### config.mk
export PLATFORM = sky130hd
export DESIGN_NAME = irq_ctrl
export DESIGN_NICKNAME = d
export VERILOG_FILES = /design/src/core/irq_pkg.sv /design/src/core/irq_ctrl.sv
export VERILOG_INCLUDE_DIRS = /design/src /design/src/core
export SDC_FILE = /design/constraint.sdc
export NUM_CORES = 1
export LEC_CHECK = 0
export BUFFER_PORTS_ARGS = -buffer_cell sky130_fd_sc_hd__buf_2
export CAP_MARGIN = 20
export CORE_AREA = 2 2 100 93
export DETAILED_ROUTE_END_ITERATION = 7
export DIE_AREA = 0 0 102 95
export PLACE_DENSITY = 0.79
export SLEW_MARGIN = 20
export SYNTH_ARGS = -nofsm -noshare
export SYNTH_HDL_FRONTEND = slang
export SYNTH_SLANG_ARGS = --single-unit
### constraint.sdc
create_clock -name mclk_i -period 3.25 [get_ports mclk_i]
set_input_delay 0.1625 -clock mclk_i [delete_from_list [all_inputs] [get_ports mclk_i]]
set_output_delay 0.1625 -clock mclk_i [all_outputs]
set_load 0.02 [all_outputs]
### src/core/irq_defs.svh
// register offsets, field positions, reset values and vector numbers of the irq front end
// Behaviour
// RL1: enable register clears to zero on reset and hardware standby.
// RL2: enable bits 5..0 gate their request line; 0 disables, 1 enables.
// RL3: enable bits 7 and 6 are plain storage with no effect.
// RL4: sense-select register clears to zero on reset and hardware standby.
// RL5: sense bit 0 means low level requests; 1 means falling edge requests.
// RL6: sense bits 7 and 6 are plain storage, no effect on sensing.
// RL7: non-maskable request has top priority and ignores both cpu mask bits.
// RL8: edge select bit picks rising or falling edge on the non-maskable pin.
// RL9: accepted non-maskable request presents vector 7.
// RL10: external lines 0..5 map in order to vectors 12..17.
// RL11: detection uses the pin value whatever the pin direction.
// RL12: only non-maskable and lines 0..2 wake from software standby.
// RL13: line priority from first priority bits 7,6,5,5,4,4.
// RL14: status flags show pending lines; software clears each by writing 0.
// RL15: internal requests arrive with own flags and enables; priority from registers.
// RL16: timer request routed to dma never reaches arbitration, masks ignored.
// RL17: default order is smaller vector wins, in force after reset.
// RL18: all sources but non-maskable adjustable via the priority registers.
// RL19: vector address is four times the vector number.
// RL20: watchdog vector 20, refresh vector 21, both under priority bit 3.
// RL21: timer 0 a, b, overflow use vectors 24..26 under bit 2.
// RL22: timer 1 a, b, overflow use vectors 28..30 under bit 1.
// RL23: flag sets while line low in level mode, on falling edge in edge mode.
// RL24: equal priority settings fall back to default vector order.
// RL25: with global mask set only the non-maskable request is accepted; code passes level-1 sources when ue is 0 and secondary bit clear.
// RL26: pins pass a two-stage synchroniser before edge detection.
// RL27: reserved vectors 18,19,22,23,27,31 are never produced.
`ifndef IRQ_DEFS_SVH
`define IRQ_DEFS_SVH

`define ADDR_ENABLE   8'h00
`define ADDR_SENSE    8'h01
`define ADDR_STATUS   8'h02
`define ADDR_PRIO_A   8'h03
`define ADDR_PRIO_B   8'h04
`define ADDR_SYSCTL   8'h05

`define RST_ENABLE    8'h00
`define RST_SENSE     8'h00
`define RST_STATUS    6'h00
`define RST_PRIO      8'h00
`define RST_SYSCTL    8'h02

`define SYS_NMI_EDGE  0
`define SYS_UE        1

`define NUM_LINES     6
`define NUM_SRC       14
`define WAKE_LINES    3

`define VEC_NMI       6'h07
`define VEC_LINE0     6'h0c
`define VEC_WDT       6'h14
`define VEC_REFRESH   6'h15
`define VEC_T0        6'h18
`define VEC_T1        6'h1c

`define PRIO_LINE0    7
`define PRIO_LINE1    6
`define PRIO_LINE23   5
`define PRIO_LINE45   4
`define PRIO_WDT_REF  3
`define PRIO_T0       2
`define PRIO_T1       1

`endif

### src/core/irq_pkg.sv
// types shared by the irq front end and its surroundings
package irq_pkg;
    typedef struct packed {
        logic [7:0] addr;
        logic [7:0] wdata;
        logic       we;
        logic       re;
    } reg_req_t;

    // order follows ascending vector number
    typedef struct packed {
        logic t1_ovf;
        logic t1_b;
        logic t1_a;
        logic t0_ovf;
        logic t0_b;
        logic t0_a;
        logic refresh;
        logic wdt;
    } int_src_t;

    typedef struct packed {
        logic i;
        logic secondary_mask_bit;
    } cpu_mask_t;

    typedef struct packed {
        logic       req;
        logic [5:0] vec;
        logic [7:0] addr;
    } vec_out_t;
endpackage : irq_pkg

### src/core/irq_ctrl.sv
// external irq front end with vector and priority selection
//
// Implementation choices: the register offsets and the strobed register port.
`include "irq_defs.svh"

module irq_ctrl (
    input  wire logic              mclk_i,
    input  wire logic              rst_n_i,
    input  wire logic              hw_standby_i,
    input  wire logic              sw_standby_i,
    input  wire irq_pkg::reg_req_t bus_i,
    output      logic [7:0]        rdata_o,
    input  wire logic              nmi_pin_i,
    input  wire logic [5:0]        line_pin_i,
    input  wire irq_pkg::int_src_t int_src_i,
    input  wire logic [5:0]        dma_route_i,
    input  wire irq_pkg::cpu_mask_t cpu_mask_i,
    input  wire logic              ack_i,
    output      irq_pkg::vec_out_t vec_o,
    output      logic [5:0]        dma_start_o,
    output      logic              wake_o
);
    logic [7:0]  enable_r;
    logic [7:0]  sense_r;
    logic [5:0]  status_r;
    logic [5:0]  status_nxt;
    logic [7:0]  prio_a_r;
    logic [7:0]  prio_b_r;
    logic [7:0]  sysctl_r;
    logic [5:0]  line_s1_r;
    logic [5:0]  line_s2_r;
    logic [5:0]  line_d_r;
    logic        nmi_s1_r;
    logic        nmi_s2_r;
    logic        nmi_d_r;
    logic        nmi_pend_r;
    logic        nmi_edge;
    logic [5:0]  line_set;
    logic [13:0] raw;
    logic [13:0] lvl;
    logic [13:0] cand;
    logic [13:0] hi;
    logic [3:0]  sel_idx;
    logic        wr;
    logic        ack_nmi;
    logic [5:0]  ack_line;
    irq_pkg::vec_out_t vec_nxt;
    logic [7:0]  rdata_nxt;

    // fixed vector per source index; only listed numbers exist
    function automatic logic [5:0] vec_of(input logic [3:0] idx);
        logic [5:0] v;
        v = `VEC_LINE0;
        case (idx)
            4'h0, 4'h1, 4'h2, 4'h3, 4'h4, 4'h5: v = `VEC_LINE0 + {2'b00, idx}; // RL10
            4'h6: v = `VEC_WDT; // RL20
            4'h7: v = `VEC_REFRESH; // RL20
            4'h8, 4'h9, 4'ha: v = `VEC_T0 + {2'b00, idx - 4'h8}; // RL21
            4'hb, 4'hc, 4'hd: v = `VEC_T1 + {2'b00, idx - 4'hb}; // RL22
            default: v = `VEC_LINE0; // RL27
        endcase
        return v;
    endfunction : vec_of

    // lowest set index wins, which is the smaller vector
    function automatic logic [3:0] lowest(input logic [13:0] v);
        logic [3:0] r;
        r = 4'h0;
        for (int k = 13; k >= 0; k--) begin
            if (v[k]) begin
                r = k[3:0];
            end
        end
        return r;
    endfunction : lowest

    assign wr = bus_i.we;

    // two-stage synchronisers; stage one feeds stage two only
    always_ff @(posedge mclk_i or negedge rst_n_i) begin
        if (!rst_n_i) begin
            line_s1_r <= 6'h3f;
            line_s2_r <= 6'h3f;
            line_d_r  <= 6'h3f;
            nmi_s1_r  <= 1'b0;
            nmi_s2_r  <= 1'b0;
            nmi_d_r   <= 1'b0;
        end else begin
            line_s1_r <= line_pin_i; // RL11 RL26
            line_s2_r <= line_s1_r; // RL26
            line_d_r  <= line_s2_r;
            nmi_s1_r  <= nmi_pin_i; // RL26
            nmi_s2_r  <= nmi_s1_r;
            nmi_d_r   <= nmi_s2_r;
        end
    end

    // level or falling-edge set condition per line
    always_comb begin
        for (int n = 0; n < `NUM_LINES; n++) begin
            if (sense_r[n]) begin
                line_set[n] = line_d_r[n] & ~line_s2_r[n]; // RL5 RL23
            end else begin
                line_set[n] = ~line_s2_r[n]; // RL5 RL23
            end
        end
    end

    // edge select 1 means rising edge
    assign nmi_edge = sysctl_r[`SYS_NMI_EDGE] ? (nmi_s2_r & ~nmi_d_r)
                                             : (~nmi_s2_r & nmi_d_r); // RL8

    // acceptance decode of the presented vector
    assign ack_nmi = ack_i & vec_o.req & (vec_o.vec == `VEC_NMI);
    always_comb begin
        for (int n = 0; n < `NUM_LINES; n++) begin
            ack_line[n] = ack_i & vec_o.req & ~ack_nmi & sense_r[n]
                          & (vec_o.vec == vec_of(n[3:0]));
        end
    end

    // control registers; hardware standby clears like reset
    always_ff @(posedge mclk_i or negedge rst_n_i) begin
        if (!rst_n_i) begin
            enable_r <= `RST_ENABLE; // RL1
            sense_r  <= `RST_SENSE; // RL4
            prio_a_r <= `RST_PRIO; // RL17
            prio_b_r <= `RST_PRIO;
            sysctl_r <= `RST_SYSCTL;
        end else if (hw_standby_i) begin
            enable_r <= `RST_ENABLE; // RL1
            sense_r  <= `RST_SENSE; // RL4
            prio_a_r <= `RST_PRIO;
            prio_b_r <= `RST_PRIO;
            sysctl_r <= `RST_SYSCTL;
        end else if (wr) begin
            case (bus_i.addr)
                `ADDR_ENABLE: enable_r <= bus_i.wdata; // RL3
                `ADDR_SENSE:  sense_r  <= bus_i.wdata; // RL6
                `ADDR_PRIO_A: prio_a_r <= bus_i.wdata; // RL18
                `ADDR_PRIO_B: prio_b_r <= bus_i.wdata; // RL18
                `ADDR_SYSCTL: sysctl_r <= bus_i.wdata;
                default: ;
            endcase
        end
    end

    // status flags: writing 0 clears, a new set in the same cycle wins
    always_comb begin
        status_nxt = status_r;
        if (wr && bus_i.addr == `ADDR_STATUS) begin
            status_nxt = status_r & bus_i.wdata[5:0]; // RL14
        end
        status_nxt = (status_nxt & ~ack_line) | line_set; // RL14 RL23
    end

    always_ff @(posedge mclk_i or negedge rst_n_i) begin
        if (!rst_n_i) begin
            status_r <= `RST_STATUS;
        end else if (hw_standby_i) begin
            status_r <= `RST_STATUS;
        end else begin
            status_r <= status_nxt;
        end
    end

    // non-maskable pending, cleared by acceptance or hardware standby
    always_ff @(posedge mclk_i or negedge rst_n_i) begin
        if (!rst_n_i) begin
            nmi_pend_r <= 1'b0;
        end else if (hw_standby_i) begin
            nmi_pend_r <= 1'b0;
        end else begin
            nmi_pend_r <= nmi_edge | (nmi_pend_r & ~ack_nmi);
        end
    end

    // requests and their priority levels in vector order
    always_comb begin
        raw[5:0]   = status_r & enable_r[5:0]; // RL2
        raw[7:6]   = {int_src_i.refresh, int_src_i.wdt}; // RL15
        raw[13:8]  = {int_src_i.t1_ovf, int_src_i.t1_b, int_src_i.t1_a,
                      int_src_i.t0_ovf, int_src_i.t0_b, int_src_i.t0_a}
                     & ~dma_route_i; // RL16
        lvl[0]     = prio_a_r[`PRIO_LINE0]; // RL13
        lvl[1]     = prio_a_r[`PRIO_LINE1]; // RL13
        lvl[3:2]   = {2{prio_a_r[`PRIO_LINE23]}}; // RL13
        lvl[5:4]   = {2{prio_a_r[`PRIO_LINE45]}}; // RL13
        lvl[7:6]   = {2{prio_a_r[`PRIO_WDT_REF]}}; // RL20
        lvl[10:8]  = {3{prio_a_r[`PRIO_T0]}}; // RL21
        lvl[13:11] = {3{prio_a_r[`PRIO_T1]}}; // RL22
    end

    // three-level masking; level 1 passes an i-only mask when ue is 0
    assign cand = raw & ({14{~cpu_mask_i.i}}
                  | ({14{~sysctl_r[`SYS_UE] & ~cpu_mask_i.secondary_mask_bit}} & lvl)); // RL25
    assign hi   = cand & lvl;
    assign sel_idx = (|hi) ? lowest(hi) : lowest(cand); // RL17 RL24

    // non-maskable overrides everything and needs no mask check
    always_comb begin
        vec_nxt = '0;
        if (nmi_pend_r) begin
            vec_nxt.req = 1'b1; // RL7
            vec_nxt.vec = `VEC_NMI; // RL9
        end else if (|cand) begin
            vec_nxt.req = 1'b1;
            vec_nxt.vec = vec_of(sel_idx); // RL27
        end
        vec_nxt.addr = {vec_nxt.vec, 2'b00}; // RL19
    end

    // presented vector; one cycle behind the pending state
    always_ff @(posedge mclk_i or negedge rst_n_i) begin
        if (!rst_n_i) begin
            vec_o <= '0;
        end else if (hw_standby_i) begin
            vec_o <= '0;
        end else begin
            vec_o <= vec_nxt;
        end
    end

    // dma start bypasses the controller and the cpu masks
    always_ff @(posedge mclk_i or negedge rst_n_i) begin
        if (!rst_n_i) begin
            dma_start_o <= 6'h00;
        end else begin
            dma_start_o <= {int_src_i.t1_ovf, int_src_i.t1_b, int_src_i.t1_a,
                            int_src_i.t0_ovf, int_src_i.t0_b, int_src_i.t0_a}
                           & dma_route_i; // RL16
        end
    end

    // software standby exit; only a subset of sources may wake
    always_ff @(posedge mclk_i or negedge rst_n_i) begin
        if (!rst_n_i) begin
            wake_o <= 1'b0;
        end else begin
            wake_o <= sw_standby_i & (nmi_pend_r
                      | (|raw[`WAKE_LINES-1:0])); // RL12
        end
    end

    // read mux; unmapped addresses and reserved status bits read 0
    always_comb begin
        rdata_nxt = 8'h00;
        case (bus_i.addr)
            `ADDR_ENABLE: rdata_nxt = enable_r; // RL3
            `ADDR_SENSE:  rdata_nxt = sense_r; // RL6
            `ADDR_STATUS: rdata_nxt = {2'b00, status_r}; // RL14
            `ADDR_PRIO_A: rdata_nxt = prio_a_r;
            `ADDR_PRIO_B: rdata_nxt = prio_b_r;
            `ADDR_SYSCTL: rdata_nxt = sysctl_r;
            default:      rdata_nxt = 8'h00;
        endcase
    end

    always_ff @(posedge mclk_i or negedge rst_n_i) begin
        if (!rst_n_i) begin
            rdata_o <= 8'h00;
        end else if (bus_i.re) begin
            rdata_o <= rdata_nxt;
        end else begin
            rdata_o <= 8'h00;
        end
    end
endmodule : irq_ctrl

# After elaboration in Yosys (flattened, before gate mapping)
# Index checks and enable logic that the tools add are counted.
# word_totals
in_bits	46
register_bits	98
elab_cells	181
out_inout_bits	30
# op_classes
bitwise_logic	52
n_mux	60
n_eq_ne	25
add_sub_neg	5
n_reduce_logical	20
# op_table
cell	count
$mux 8	16
$mux 4	29
$pmux 8 s6	1
$and 14x14->14	3
$and 6x6->6	5
$pmux 6 s5	1
$reduce_or 14->1	2
$and 1x1->1	26
$eq 4x4->1 const B	6
$eq 6x4->1 const B	4
$eq 4x3->1 const B	4
$eq 8x2->1 const B	2
$eq 8x3->1 const B	2
$mux 15	1
$mux 7	2
$or 14x14->14	1
$add 5x4->6 const A	2
$eq 6x5->1 const B	2
$mux 6	2
$not 1->1	12
$not 6->6	2
$reduce_bool 2->1	6
$reduce_and 2->1	5
$reduce_or 3->1	3
13 further kinds	23

# Longest topological paths before layout
# depth
word_depth	27
ltp_mapped	15
mapped_depth_nobuf	14

# Least setup slack after synthesis
# Ideal clock, no wire load.
# synth_timing
path_kind	reg2reg
startpoint	reg sysctl_r[1]
endpoint	reg vec_o[2] (netlist bit)
setup_ns	0.120
path_buffers	1
setup_slack_ns	0.310
stages_incl_launch_ff	16
arrival_ns	2.820
path_cell_list	dfstp_2 > buf_6 > or3b_1 > a221oi_1 > a31oi_1 > nor2_1 > a211oi_1 > o32ai_2 > inv_1 > ha_1 > or2_2 > nor2_1 > nor2_1 > nor2_1 > a21oi_1 > a41o_1
# synth_via
elab_chain_cells	27
# synth_lines
item	line	text
start, declared	irq_ctrl.sv:29	logic [7:0] sysctl_r;
start signal, assigned	irq_ctrl.sv:129	sysctl_r <= `RST_SYSCTL;
start signal, assigned	irq_ctrl.sv:135	sysctl_r <= `RST_SYSCTL;
start signal, assigned	irq_ctrl.sv:142	`ADDR_SYSCTL: sysctl_r <= bus_i.wdata;
$not 1->1 *	irq_ctrl.sv:196	| ({14{~sysctl_r[`SYS_UE] & ~cpu_mask_i.secondary_mask_bit}} & lvl));
$and 1x1->1 *	irq_ctrl.sv:196	
$and 14x14->14 *	irq_ctrl.sv:196	
$or 14x14->14 *	irq_ctrl.sv:195	assign cand = raw & ({14{~cpu_mask_i.i}}
$and 14x14->14 *	irq_ctrl.sv:195	
$and 14x14->14	irq_ctrl.sv:197	assign hi = cand & lvl;
$mux 4 (14 in a row)	irq_ctrl.sv:70	if (v[k]) begin
$mux 4	irq_ctrl.sv:198	assign sel_idx = (|hi) ? lowest(hi) : lowest(cand);
$sub 4x4->4 (tied with other cells)	irq_ctrl.sv:59	4'hb, 4'hc, 4'hd: v = `VEC_T1 + {2'b00, idx - 4'hb};
$add 5x4->6 (no line) (tied with other cells)	--	
$pmux 6 s5	irq_ctrl.sv:54	case (idx)
$mux 7 *	irq_ctrl.sv:206	end else if (|cand) begin
$mux 7 *	irq_ctrl.sv:203	if (nmi_pend_r) begin
$mux 15 *	irq_ctrl.sv:217	end else if (hw_standby_i) begin
end signal, assigned	irq_ctrl.sv:220	vec_o <= vec_nxt;
end, declared	irq_ctrl.sv:19	output irq_pkg::vec_out_t vec_o,
# Mark *: on every way between the ends. The rest lies on a longest branch, timed or not.
# A chain may end at the register's enable or synchronous reset.

# Final worst setup path
# Same ends and word-level chain as after synthesis.

==> metrics.cfg <==
[yosys]
synth_seq_area_share=0.473
async_flop_share=1.00
ys_ff_latch=90
synth_top_area_share=0.370
synth-main-ff-cell=dfrtp_1
yosysTopAreaCell=dfrtp_1
ys_types=65
syn-mean-instance-area_sq_um=9.58
synth_warnings=0
synth_edf_count=0
synth_cells=502
synthTopCellsByArea=dfrtp_1 37%, dfstp_2 10%, mux2i_1 8.1%
synth_area_sq_um=4810

[critical_path]
crit_path_end_kind=flip-flop
crit_path_top_delay_cell=dfstp_2
max_stage_delay_ns=0.61
critPathMaxFanout=8
crit_chain=or3b_2 > nand2_1 > and3_1 > a311oi_1 > a211oi_2 > o32ai_2 > inv_1 > ha_1 > or2_2 > nor2_1 > nor2_1 > nor2_1 > a21oi_1 > a41o_1
critPathKind=reg2reg
cp_common_cell=nor2_1
crit_required_ns=3.52
critPathArrivalTime_ns=3.39
start_kind=flip-flop

[finish]
drive_gt1_frac=0.253
mostFrequentLayoutCells=72 x nor2_1, 72 x buf_2, 69 x dfrtp_1, 48 x a21oi_1
diodes=0
final_cells=712
area_growth_pct=17.6
fin_util=0.646
fin_nets=635

[floorplanning]
dieArea_sq_um=9690
die_h_um=95
die_w_um=102
design.core.area_sq_um=8750
io_pins=76
rows=33
initial_core_util=0.549

[timing]
setup_ws_ns=0.132
tightest_slew_ns=0.963
slew_headroom=0.358
max_freq_mhz=321
setup_viol=0
drv_slew=0
hold_viol=0
fin_crit_ns=3.12
fin_crit_sh=0.959
hold_slack_ns=0.0313
skew_ns=0.0111

[place]
portBuffers=73
gp_congestion=0.933
dp_cells=677
pre_cts_ws_ns=-0.00869
dp_hpwl_um=8830

[route]
drt_iter0_drc=315
firstDrtPassIters=5
vias=4193
detail-route-antenna-nets=0
viasPerCell=5.89
routedWlPerCell_um=17.7
routed_wl_um=12600
drc=0

[clock_tree]
cts_tree=built
clkSinkCount=90
cts_buffers=9
clk_path_buf_depth=2
cts.clk_slew.worst_paths_ns=0.10
htree_levels=3
ctsRootBufferMaster=clkbuf_8
clk_latency_ns=0.37

[global_route]
grt_start_max_net_pins=77
grt_pass1_wl_um=20300
antenna_found_initial=0
grt_pass1_vias=4069
grt_overflow=0
grt_util_all_layers=0.272

[power_and_ir_drop]
max-vdd-ir-drop_mv=0.308
leakage_nw=2.72
power_density_nw_per_um2=417

[job]
drv_cap=0

[min_path]
hold_path.class=in2reg

[outcome]
status=finished clean

[Yosys cell counts (8+ instances only)]
master / number
buf_4: 9
nand3_1: 13
inv_1: 15
a21oi_1: 49
nor2_1: 72
nand2_1: 39
mux2i_1: 39
clkbuf_1: 14
dfrtp_1: 71
o21a_1: 8
and2_1: 8
o21ai_0: 15
dfstp_2: 19
[layer usage]
layer	part of all wire	global-route usage	up-vias
met2	0.48	0.427	189
met1	0.44	0.373	2029
li1	-	-	1953
met4	0.018	0.102	0
met3	0.066	0.0548	22
met5	0	0	-
[cell families after synthesis]
kind of cell	after synthesis	share of synthesized area
AND/OR/NAND/NOR	181	0.185
multiplexers	39	0.0812
other	1	0.000780
buffers and inverters	48	0.0518
AO/OA/AOI/OAI	139	0.197
flip-flops	90	0.473
adder cells (fa/ha/maj)	4	0.0104
[cell type report]
type / count / area [sq um]
tap: 122 / 153
timing repair buffer: 104 / 641
fill: 740 / 3100
multi-input combinational: 365 / 2300
clock buffer: 9 / 124
clock inverter: 7 / 95.1
inverter: 15 / 56.3
sequential: 90 / 2280
[sequential cells by signal (all words and copies together), names as in the netlist]
name,count
nmi_s1_r,1
sense_r,8
dma_start_o,6
sysctl_r,8
rdata_o,8
nmi_d_r,1
wake_o,1
nmi_pend_r,1
line_s1_r,6
vec_o,7
prio_a_r,8
enable_r,8
line_s2_r,6
nmi_s2_r,1
line_d_r,6
prio_b_r,8
status_r,6
[power breakdown]
part | switching (mW) | total, mW | internal (mW)
Clock | 0.464 | 0.842 | 0.378
Sequential | 0.0308 | 1.19 | 1.16
Combinational | 0.201 | 0.320 | 0.119
Total | 0.696 | 2.36 | 1.66
[worst max-delay path, delay by kind of cell, from the launching register on]
| family | cells | cell delay (ns) |
|---|---|---|
| DFF | 1 | 0.61 |
| AOI/OAI and AO/OA | 5 | 1.00 |
| and+or+nand+nor | 7 | 1.08 |
| buffers and inverters | 1 | 0.11 |
| adders and majority gates | 1 | 0.22 |
[what timing repair did]
item | 4_1_cts | 5_1_grt
endpoints found under the setup margin | 1 | 2
gates resized for setup | 0 | 8
hold endpoints to repair | 82 | 0
hold buffers | 16 | 0
pin swaps | 1 | 1
buffers inserted | 1 | 2
[through the flow]
step	power (mW)	instance area, sq um	setup TNS (ns)
6_report	2.36	5650	0
5_1_grt	2.46	5650	-0.0158
4_1_cts	2.37	5620	0
3_5_place_dp	1.51	5230	-0.00869
3_3_place_gp	1.51	5230	0
2_1_floorplan	1.39	4810	0
[worst paths after layout]
check	from	endpoint	slack, ns	cells past startpoint
hold / removal	dma_route_i[5]	dma_start_o[5]	0.03	2
max in group asynchronous	rst_n_i	line_s2_r[4]	1.92	3
setup / recovery	sysctl_r[1]	vec_o[2]	0.13	14
min in group asynchronous	rst_n_i	sense_r[2]	0.47	2
setup reg to reg	sysctl_r[1]	vec_o[2]	0.13	14
hold reg to reg	line_s1_r[4]	line_s2_r[4]	0.36	0
Note: power is estimated with default switching activity, not from simulation.
